--- src/telegram_pkg.sv ---
// Shared constants of the pushbutton telegram builder
package telegram_pkg;
	// Register byte addresses
	localparam logic [7:0] ADR_CTRL     = 8'h00;
	localparam logic [7:0] ADR_CHANNEL  = 8'h04;
	localparam logic [7:0] ADR_MAKER    = 8'h08;
	localparam logic [7:0] ADR_SEQ      = 8'h0c;
	localparam logic [7:0] ADR_STATUS   = 8'h10;
	localparam logic [7:0] ADR_ENC_LO   = 8'h14;
	localparam logic [7:0] ADR_ENC_HI   = 8'h18;
	localparam logic [7:0] ADR_ALT_KEY0 = 8'h20;
	// Control field positions
	localparam int CTRL_MESH   = 0;
	localparam int CTRL_KEYSEL = 1;
	localparam int CTRL_ENC_EN = 2;
	localparam int CTRL_COMM   = 3;
	localparam int CTRL_DECOMM = 4;
	// Reset values; maker id value is arbitrary
	localparam logic [4:0]  CHAN_MIN     = 5'h0b;
	localparam logic [4:0]  CHAN_MAX     = 5'h1a;
	localparam logic [15:0] MAKER_RESET  = 16'h5a5a;
	localparam logic [31:0] SEQ_RESET    = 32'h0000_0000;
	localparam logic [63:0] ENC_RESET    = 64'h0607_0405_0203_0001;
	// Payload bytes
	localparam logic [7:0]  DATA_LEN_BYTE = 8'h0c;
	localparam logic [7:0]  COMM_LEN_BYTE = 8'h1d;
	localparam logic [7:0]  TYPE_BYTE     = 8'hff;
	localparam logic [7:0]  ENC_SKIP      = 8'hff;
	localparam logic [7:0]  DECOMM_BYTE   = 8'he1;
	localparam logic [4:0]  DATA_BYTES    = 5'd13;
	localparam logic [4:0]  COMM_BYTES    = 5'd30;
	localparam logic [4:0]  DECOMM_BYTES  = 5'd1;
	localparam int          TAG_POS       = 9;
	// Repeats per telegram kind in mesh mode
	localparam logic [1:0]  DATA_SENDS    = 2'd3;
	localparam logic [1:0]  COMM_SENDS    = 2'd2;
	// Telegram kinds
	localparam logic [1:0]  KIND_DATA     = 2'd0;
	localparam logic [1:0]  KIND_COMM     = 2'd1;
	localparam logic [1:0]  KIND_DECOMM   = 2'd2;
	// Timing
	localparam int          CLK_PERIOD_NS = 40;
	localparam int          REPEAT_GAP_NS = 2500000;
	localparam int          GAP_CYCLES    = REPEAT_GAP_NS / CLK_PERIOD_NS;
	localparam int          JITTER_SHIFT  = 2;
endpackage : telegram_pkg

--- src/pushbutton_telegram_builder.sv ---
// Telegram framer of a self-powered pushbutton transmitter
// Behaviour
// Nonce: address, counter, three zero bytes
// Nonce address and counter LSB first
// 32-bit CCM tag over authenticated payload
// Key: factory default, alternate when selected
// Auth payload: 0C FF id counter state
// Tag appended after data payload
// Commissioning payload 30 bytes, length 1D
// Second commissioning byte is FF
// Maker id follows, software replaceable
// Counter from zero, +1 per data or commissioning telegram
// Factory key follows counter
// Source address ends commissioning payload
// Control bit selects mesh protocol mode
// Mesh: pending decommission request sent
// Mesh: commission on learn or request
// Learn held: only first-seen direction commissions
// Request gives one telegram, then clears
// Otherwise each actuation gives data
// Channel 11..26, default 11
// State bits: press, aux one, two
// Table entry FF suppresses data telegram
// Mesh data sent thrice, 2.5 ms apart
// Decommission wins, commission request kept
// Counter advanced before nonce built
`timescale 1ns/1ps
`default_nettype none
module pushbutton_telegram_builder #(
	parameter int unsigned GAP_CYCLES = telegram_pkg::GAP_CYCLES
) (
	// Clock and reset
	input  wire logic         i_mclk,
	input  wire logic         i_srst,
	// Wishbone slave
	input  wire logic         i_wb_cyc,
	input  wire logic         i_wb_stb,
	input  wire logic         i_wb_we,
	input  wire logic [7:0]   i_wb_adr,
	input  wire logic [31:0]  i_wb_dat,
	input  wire logic [3:0]   i_wb_sel,
	output logic      [31:0]  o_wb_dat,
	output logic              o_wb_ack,
	// Harvester and contact pins
	input  wire logic         i_actuate,
	input  wire logic         i_press_dir,
	input  wire logic         i_learn_button,
	input  wire logic         i_aux_contact_one,
	input  wire logic         i_aux_contact_two,
	// Device identity
	input  wire logic [127:0] i_factory_auth_key,
	input  wire logic [47:0]  i_source_address,
	// CCM engine
	output logic              o_ccm_start,
	output logic      [127:0] o_ccm_key,
	output logic      [103:0] o_ccm_nonce,
	output logic      [71:0]  o_ccm_auth_data,
	input  wire logic         i_ccm_done,
	input  wire logic [31:0]  i_ccm_tag,
	// Radio byte stream
	output logic              o_tx_valid,
	output logic      [7:0]   o_tx_data,
	output logic              o_tx_last,
	input  wire logic         i_tx_ready,
	output logic      [1:0]   o_tx_kind,
	output logic      [4:0]   o_tx_channel,
	output logic              o_tx_mesh,
	output logic              o_busy
);
	typedef enum logic [1:0] {ST_IDLE, ST_SIGN, ST_SEND, ST_GAP} state_t;

	function automatic logic [31:0] merge(input logic [31:0] old, input logic [31:0] nw,
		input logic [3:0] sel);
		logic [31:0] r;
		r = old;
		for (int b = 0; b < 4; b++) begin
			if (sel[b]) begin
				r[8*b +: 8] = nw[8*b +: 8];
			end
		end
		return r;
	endfunction : merge

	state_t        state;
	logic [4:0]    ctrl;
	logic [4:0]    channel;
	logic [15:0]   maker_id;
	logic [31:0]   seq_count;
	logic [63:0]   enc_table;
	logic [31:0]   alt_key [4];
	logic [239:0]  frame;
	logic [4:0]    frame_len;
	logic [4:0]    byte_idx;
	logic [1:0]    sends_left;
	logic [1:0]    kind;
	logic [16:0]   gap_cnt;
	logic [7:0]    lfsr;
	logic          learn_lock;
	logic          lock_dir;
	logic [4:0]    sync1;
	logic [4:0]    sync2;
	logic          act_prev;
	logic          act_evt;
	logic          wb_req;
	logic          wb_wr;
	logic [127:0]  alt_flat;
	logic          start_decomm;
	logic          start_comm;
	logic          start_data;
	logic          skip_data;
	logic [7:0]    state_byte;
	logic [2:0]    enc_idx;
	logic [7:0]    enc_entry;

	////////////////////////////////////////////////////////////////
	// Pin synchronisers
	always_ff @(posedge i_mclk) begin
		sync1 <= {i_actuate, i_press_dir, i_learn_button, i_aux_contact_one,
			i_aux_contact_two};
		sync2 <= sync1;
	end

	always_ff @(posedge i_mclk) begin
		if (i_srst) begin
			act_prev <= 1'b0;
		end else begin
			act_prev <= sync2[4];
		end
	end
	assign act_evt = sync2[4] & ~act_prev;

	////////////////////////////////////////////////////////////////
	// Wishbone slave
	assign wb_req = i_wb_cyc & i_wb_stb & ~o_wb_ack;
	assign wb_wr  = wb_req & i_wb_we;

	always_ff @(posedge i_mclk) begin
		if (i_srst) begin
			o_wb_ack <= 1'b0;
			o_wb_dat <= 32'h0000_0000;
		end else begin
			o_wb_ack <= wb_req;
			if (wb_req && !i_wb_we) begin
				unique case (i_wb_adr)
					telegram_pkg::ADR_CTRL:    o_wb_dat <= {27'h0, ctrl};
					telegram_pkg::ADR_CHANNEL: o_wb_dat <= {27'h0, channel};
					telegram_pkg::ADR_MAKER:   o_wb_dat <= {16'h0, maker_id};
					telegram_pkg::ADR_SEQ:     o_wb_dat <= seq_count;
					telegram_pkg::ADR_STATUS:  o_wb_dat <= {26'h0, lock_dir, learn_lock,
						kind, o_busy, o_tx_valid};
					telegram_pkg::ADR_ENC_LO:  o_wb_dat <= enc_table[31:0];
					telegram_pkg::ADR_ENC_HI:  o_wb_dat <= enc_table[63:32];
					default: begin
						if (i_wb_adr[7:4] == 4'h2 && i_wb_adr[1:0] == 2'h0) begin
							o_wb_dat <= alt_key[i_wb_adr[3:2]];
						end else begin
							o_wb_dat <= 32'h0000_0000;
						end
					end
				endcase
			end
		end
	end

	// Control; a hardware clear loses to a software write in the same cycle
	always_ff @(posedge i_mclk) begin
		if (i_srst) begin
			ctrl <= 5'h00;
		end else if (wb_wr && i_wb_adr == telegram_pkg::ADR_CTRL && i_wb_sel[0]) begin
			ctrl <= i_wb_dat[4:0];
		end else begin
			if (start_comm && !sync2[2]) begin
				ctrl[telegram_pkg::CTRL_COMM] <= 1'b0;
			end
			if (start_decomm) begin
				ctrl[telegram_pkg::CTRL_DECOMM] <= 1'b0;
			end
		end
	end

	always_ff @(posedge i_mclk) begin
		if (i_srst) begin
			channel <= telegram_pkg::CHAN_MIN;
		end else if (wb_wr && i_wb_adr == telegram_pkg::ADR_CHANNEL && i_wb_sel[0]
			&& i_wb_dat[7:0] >= {3'h0, telegram_pkg::CHAN_MIN}
			&& i_wb_dat[7:0] <= {3'h0, telegram_pkg::CHAN_MAX}) begin
			channel <= i_wb_dat[4:0];
		end
	end

	always_ff @(posedge i_mclk) begin
		if (i_srst) begin
			maker_id <= telegram_pkg::MAKER_RESET;
		end else if (wb_wr && i_wb_adr == telegram_pkg::ADR_MAKER) begin
			maker_id <= 16'(merge({16'h0, maker_id}, i_wb_dat, i_wb_sel));
		end
	end

	always_ff @(posedge i_mclk) begin
		if (i_srst) begin
			enc_table <= telegram_pkg::ENC_RESET;
		end else if (wb_wr && i_wb_adr == telegram_pkg::ADR_ENC_LO) begin
			enc_table[31:0] <= merge(enc_table[31:0], i_wb_dat, i_wb_sel);
		end else if (wb_wr && i_wb_adr == telegram_pkg::ADR_ENC_HI) begin
			enc_table[63:32] <= merge(enc_table[63:32], i_wb_dat, i_wb_sel);
		end
	end

	always_ff @(posedge i_mclk) begin
		if (i_srst) begin
			for (int k = 0; k < 4; k++) begin
				alt_key[k] <= 32'h0000_0000;
			end
		end else if (wb_wr && i_wb_adr[7:4] == 4'h2 && i_wb_adr[1:0] == 2'h0) begin
			alt_key[i_wb_adr[3:2]] <= merge(alt_key[i_wb_adr[3:2]], i_wb_dat, i_wb_sel);
		end
	end
	assign alt_flat = {alt_key[3], alt_key[2], alt_key[1], alt_key[0]};

	////////////////////////////////////////////////////////////////
	// Telegram decision
	assign state_byte = {5'h00, sync2[0], sync2[1], sync2[3]};
	assign enc_idx    = {sync2[0], sync2[1], ~sync2[3]};
	assign enc_entry  = enc_table[{enc_idx, 3'b000} +: 8];

	always_comb begin
		start_decomm = 1'b0;
		start_comm   = 1'b0;
		start_data   = 1'b0;
		skip_data    = 1'b0;
		if (act_evt && state == ST_IDLE) begin
			if (ctrl[telegram_pkg::CTRL_MESH] && ctrl[telegram_pkg::CTRL_DECOMM]) begin
				start_decomm = 1'b1;
			end else if (sync2[2]) begin
				start_comm = !learn_lock || lock_dir == sync2[3];
			end else if (ctrl[telegram_pkg::CTRL_COMM]) begin
				start_comm = 1'b1;
			end else if (ctrl[telegram_pkg::CTRL_ENC_EN]
				&& enc_entry == telegram_pkg::ENC_SKIP) begin
				skip_data = 1'b1;
			end else begin
				start_data = 1'b1;
			end
		end
	end

	always_ff @(posedge i_mclk) begin
		if (i_srst) begin
			learn_lock <= 1'b0;
			lock_dir   <= 1'b0;
		end else if (!sync2[2]) begin
			learn_lock <= 1'b0;
		end else if (start_comm && !learn_lock) begin
			learn_lock <= 1'b1;
			lock_dir   <= sync2[3];
		end
	end

	always_ff @(posedge i_mclk) begin
		if (i_srst) begin
			seq_count <= telegram_pkg::SEQ_RESET;
		end else if (start_data || start_comm) begin
			seq_count <= seq_count + 32'h0000_0001;
		end
	end

	////////////////////////////////////////////////////////////////
	// Framer
	wire [31:0] seq_new = seq_count + 32'h0000_0001;

	always_ff @(posedge i_mclk) begin
		if (i_srst) begin
			state       <= ST_IDLE;
			frame       <= '0;
			frame_len   <= 5'h00;
			byte_idx    <= 5'h00;
			sends_left  <= 2'h0;
			kind        <= telegram_pkg::KIND_DATA;
			gap_cnt     <= 17'h00000;
			o_ccm_start <= 1'b0;
		end else begin
			o_ccm_start <= 1'b0;
			unique case (state)
				ST_IDLE: begin
					byte_idx <= 5'h00;
					if (start_data) begin
						frame      <= '0;
						frame[71:0] <= {(ctrl[telegram_pkg::CTRL_ENC_EN] ? enc_entry
							: state_byte), seq_new, maker_id,
							telegram_pkg::TYPE_BYTE, telegram_pkg::DATA_LEN_BYTE};
						frame_len  <= telegram_pkg::DATA_BYTES;
						kind       <= telegram_pkg::KIND_DATA;
						sends_left <= ctrl[telegram_pkg::CTRL_MESH] ?
							telegram_pkg::DATA_SENDS : 2'd1;
						o_ccm_start <= 1'b1;
						state      <= ST_SIGN;
					end else if (start_comm) begin
						frame <= {i_source_address, i_factory_auth_key, seq_new, maker_id,
							telegram_pkg::TYPE_BYTE, telegram_pkg::COMM_LEN_BYTE};
						frame_len  <= telegram_pkg::COMM_BYTES;
						kind       <= telegram_pkg::KIND_COMM;
						sends_left <= ctrl[telegram_pkg::CTRL_MESH] ?
							telegram_pkg::COMM_SENDS : 2'd1;
						state      <= ST_SEND;
					end else if (start_decomm) begin
						frame      <= {232'h0, telegram_pkg::DECOMM_BYTE};
						frame_len  <= telegram_pkg::DECOMM_BYTES;
						kind       <= telegram_pkg::KIND_DECOMM;
						sends_left <= 2'd1;
						state      <= ST_SEND;
					end
				end
				ST_SIGN: begin
					if (i_ccm_done) begin
						frame[8*telegram_pkg::TAG_POS +: 32] <= i_ccm_tag;
						state <= ST_SEND;
					end
				end
				ST_SEND: begin
					if (i_tx_ready) begin
						if (byte_idx == frame_len - 5'd1) begin
							byte_idx   <= 5'h00;
							sends_left <= sends_left - 2'd1;
							gap_cnt    <= 17'(GAP_CYCLES) + {7'h0, lfsr, 2'b00};
							state      <= (sends_left == 2'd1) ? ST_IDLE : ST_GAP;
						end else begin
							byte_idx <= byte_idx + 5'd1;
						end
					end
				end
				ST_GAP: begin
					gap_cnt <= gap_cnt - 17'd1;
					if (gap_cnt <= 17'd1) begin
						state <= ST_SEND;
					end
				end
			endcase
		end
	end

	always_ff @(posedge i_mclk) begin
		if (i_srst) begin
			lfsr <= 8'h01;
		end else begin
			lfsr <= {lfsr[6:0], lfsr[7] ^ lfsr[5] ^ lfsr[4] ^ lfsr[3]};
		end
	end

	assign o_ccm_key = ctrl[telegram_pkg::CTRL_KEYSEL] ? alt_flat
		: i_factory_auth_key;
	assign o_ccm_nonce = {24'h000000, frame[63:32], i_source_address};
	assign o_ccm_auth_data = frame[71:0];
	assign o_tx_valid   = (state == ST_SEND);
	assign o_tx_data    = frame[{byte_idx, 3'b000} +: 8];
	assign o_tx_last    = o_tx_valid && byte_idx == frame_len - 5'd1;
	assign o_tx_kind    = kind;
	assign o_tx_channel = channel;
	assign o_tx_mesh    = ctrl[telegram_pkg::CTRL_MESH];
	assign o_busy       = (state != ST_IDLE);
endmodule : pushbutton_telegram_builder
`default_nettype wire

--- config.mk ---
export PLATFORM = sky130hd
export DESIGN_NAME = pushbutton_telegram_builder
export DESIGN_NICKNAME = d
export VERILOG_FILES = /design/src/telegram_pkg.sv /design/src/pushbutton_telegram_builder.sv
export SDC_FILE = /design/constraint.sdc
export NUM_CORES = 1
export LEC_CHECK = 0
export ABC_CLOCK_PERIOD_IN_PS = 5350
export BUFFER_PORTS_ARGS = -buffer_cell sky130_fd_sc_hd__buf_2
export CAP_MARGIN = 40
export CORE_MARGIN = 5
export CORE_UTILIZATION = 30
export DETAILED_ROUTE_END_ITERATION = 16
export PLACE_DENSITY = 0.49
export SYNTH_ARGS = -nofsm -noshare
export SYNTH_HDL_FRONTEND = slang
export SYNTH_SLANG_ARGS = --single-unit
--- constraint.sdc ---
create_clock -name i_mclk -period 5.35 [get_ports i_mclk]
set_clock_uncertainty 0.05 [all_clocks]
set_input_delay 1.07 -clock i_mclk [delete_from_list [all_inputs] [get_ports i_mclk]]
set_output_delay 1.07 -clock i_mclk [all_outputs]
set_load 0.005 [all_outputs]
==> metrics <==
area leader, netlist dfxtp_1; row cnt about 110; Pre-antenna DRT Iters 9; Starting Density 0.301; Root Driver clkbuf_16; Syn Inst Count approximately 2900; PostCTS Resize Cnt 0; WS Path Type register to output port; P per Cell Area between 300 and 400 nW/µm²; # IOs approximately 620; Clock Pin Slew Worst Setup and Hold Paths about 0.060 ns; antenna-violating nets left 0; via count between 20000 and 30000; met2 routed WL about 64 mm; DR WL met3 between 10 and 15 mm; worst endpoint required time about 4.2 ns; Syn Area/Cell between 10 and 15 µm²; Post-Route WL about 140 mm; Slew headroom 0.375; setup bufs post-CTS 0; Die W about 320 µm; area of the die around 100000 µm²; initial antenna violation count 41; fmax ~0.22 GHz; worst skew pair latency 0.61 ns; share of layout cells above drive strength 1 0.337; maximum fanout along the worst path 8; ranking of synthesized cells by area dfxtp_1, edfxtp_1, mux4_2; DRC 0; port bufs ~600; Post-Route Setup TNS 0 ns; cell area after synthesis 29100 µm²; crit path capture type output port; fin crit period between 4 and 5 ns; gr usage total 0.250; final worst path period share 0.851; Lkg Pwr between 10 and 15 nW; Final #Nets between 3000 and 4000; sequential share of the synthesized area 0.430; max-slew violation count 0; Setup-failing EPs final 0; largest net degree at the start of global routing approximately 130; most common cell after layout, fill and taps aside buf_2; M1 WL 56.3 mm; post-synth top area share 0.298; Die H between 300 and 400 µm; RSZ-0062 raised after global routing false; CTS Hold Buffers Added 0; status complete, no violations; CP Launch Type register; number of register bits inferred by synthesis between 500 and 600; Ys Warns 0; H-tree levels 3; first-pass GRT wire length between 150 and 200 mm; worst slew pin tran just over 0.9 ns; pre-CTS setup slack between 1 and 1.5 ns; CP Data Arrival Time between 3 and 4 ns; Reg2Reg Depth 7; gpl congestion roughly 0.90; via/cell ratio 5.58; Post-synth EDFFs 128; Final Hold Vio Count 0; CTS tree yes; Cell variety after synth 72; Max Buffers Root-to-Sink 3; final worst-path setup slack approximately 0.80 ns; aggregate global routing overflow 0; Reg area 12500 µm²; area of the multi-input gates roughly 14000 µm²; VDD IR max 0.000194 V; async set-or-reset flop fraction in the synthesized netlist 0; Hold Path Class register to register; worst hold path stage count 0; vias in the first global route 23800; post-detailed-placement half-perimeter wirelength 105 mm; DR top layer met5; fillers around 10000; CTS sink count 560; DRT iter0 DRCs approximately 3200; Max Cap Viol 0; wire per inst 30.3 µm; most frequent cells in the layout buf_2, dfxtp_1, nor2_1, mux2_2, a32oi_1; ys flop type dfxtp_1; core footprint approximately 96000 µm²; Num CTS Buffers 68; Synth-to-Final Area Change 18.0%
area by class of cell:
| cell class | count | area share |
|---|---|---|
| multi-input combinational | 1829 | 0.411 |
| sequential | 560 | 0.365 |
| timing repair buffer | 661 | 0.108 |
| clock buffer | 99 | 0.0568 |
| tap | 1276 | 0.0466 |
| clock inverter | 22 | 0.00613 |
| inverter | 52 | 0.00569 |
| antenna | 16 | 0.00117 |
per-stage QoR:
step	util	hold WS [ns]	std cells	instance area (µm²)	power [mW]
floorplan	-	0.260	2883	29100	5.48
global placement	0.331	0.263	4367	31900	6.10
detailed placement	0.333	0.262	4378	32100	6.13
CTS	0.355	0.276	4499	34200	10.7
global route	0.355	0.279	4503	34200	11.0
finish	0.355	0.277	4515	34300	10.6
worst paths after layout:
check	startpoint	end	slack, ns
worst min register to register	sync1[2]	sync2[2]	0.28
worst min-delay path	sync1[2]	sync2[2]	0.28
worst max register to register	sync2[3]	frame[93]	1.74
worst max-delay path	frame_len[1]	o_tx_last	0.80
registers in the layout, indices dropped and copies added (netlist names), 8 cells and up:
register	flops
enc_table	64
alt_key	128
lfsr	8
seq_count	32
frame	226
maker_id	16
o_wb_dat	32
gap_cnt	17
logic make-up (layout without fill, tap and decap cells):
| kind of cell | count (synthesis) | count (layout) | synth area share |
|---|---|---|---|
| simple gates | 792 | 792 | 0.126 |
| compound gates | 576 | 576 | 0.152 |
| flops | 560 | 560 | 0.430 |
| buf+inv | 494 | 834 | 0.0904 |
| mux | 377 | 377 | 0.181 |
| xor+xnor | 51 | 51 | 0.0159 |
| fa+ha+maj | 8 | 8 | 0.00345 |
| other cells | 1 | 41 | 0.000129 |
synth_stat cells (22+ instances only):
cell and n:
a211oi_2 30, a22oi_1 41, nor4_1 40, edfxtp_1 128, dfxtp_1 432, mux4_2 98, a32oi_1 140, o21ai_0 40
nor3_1 34, o21ai_1 26, nor2_1 405, a22o_1 28, inv_1 52, buf_1 23, nand3_1 62, clkbuf_1 200
a221oi_1 33, buf_2 32, mux2_2 172, nand2_1 100, a21oi_1 97, nor2b_1 46, a211o_1 22, mux2i_1 93
xnor2_1 35, buf_4 181
critical path: stages, from the launching register on:
cell     delay, ns
dfxtp_1       0.68
inv_1         0.10
ha_1          0.22
ha_1          0.28
xnor2_1       0.13
nor4_1        0.61
nand2_1       0.24
nor3_1        0.37
buf_2         0.19
metal layers:
metal  GRT usage  vias up
li1            -    11100
met1       0.337    12600
met2       0.399     1260
met3      0.0540      201
met4      0.0831       14
met5           0        -
where the power goes:
part / internal, mW / switching, mW / total [mW]
sequential: 4.48 / 0.181 / 4.66
clock: 2.60 / 1.97 / 4.57
combinational: 0.535 / 0.851 / 1.39
total: 7.62 / 3.00 / 10.6
Note: power is estimated with default switching activity, not from simulation.
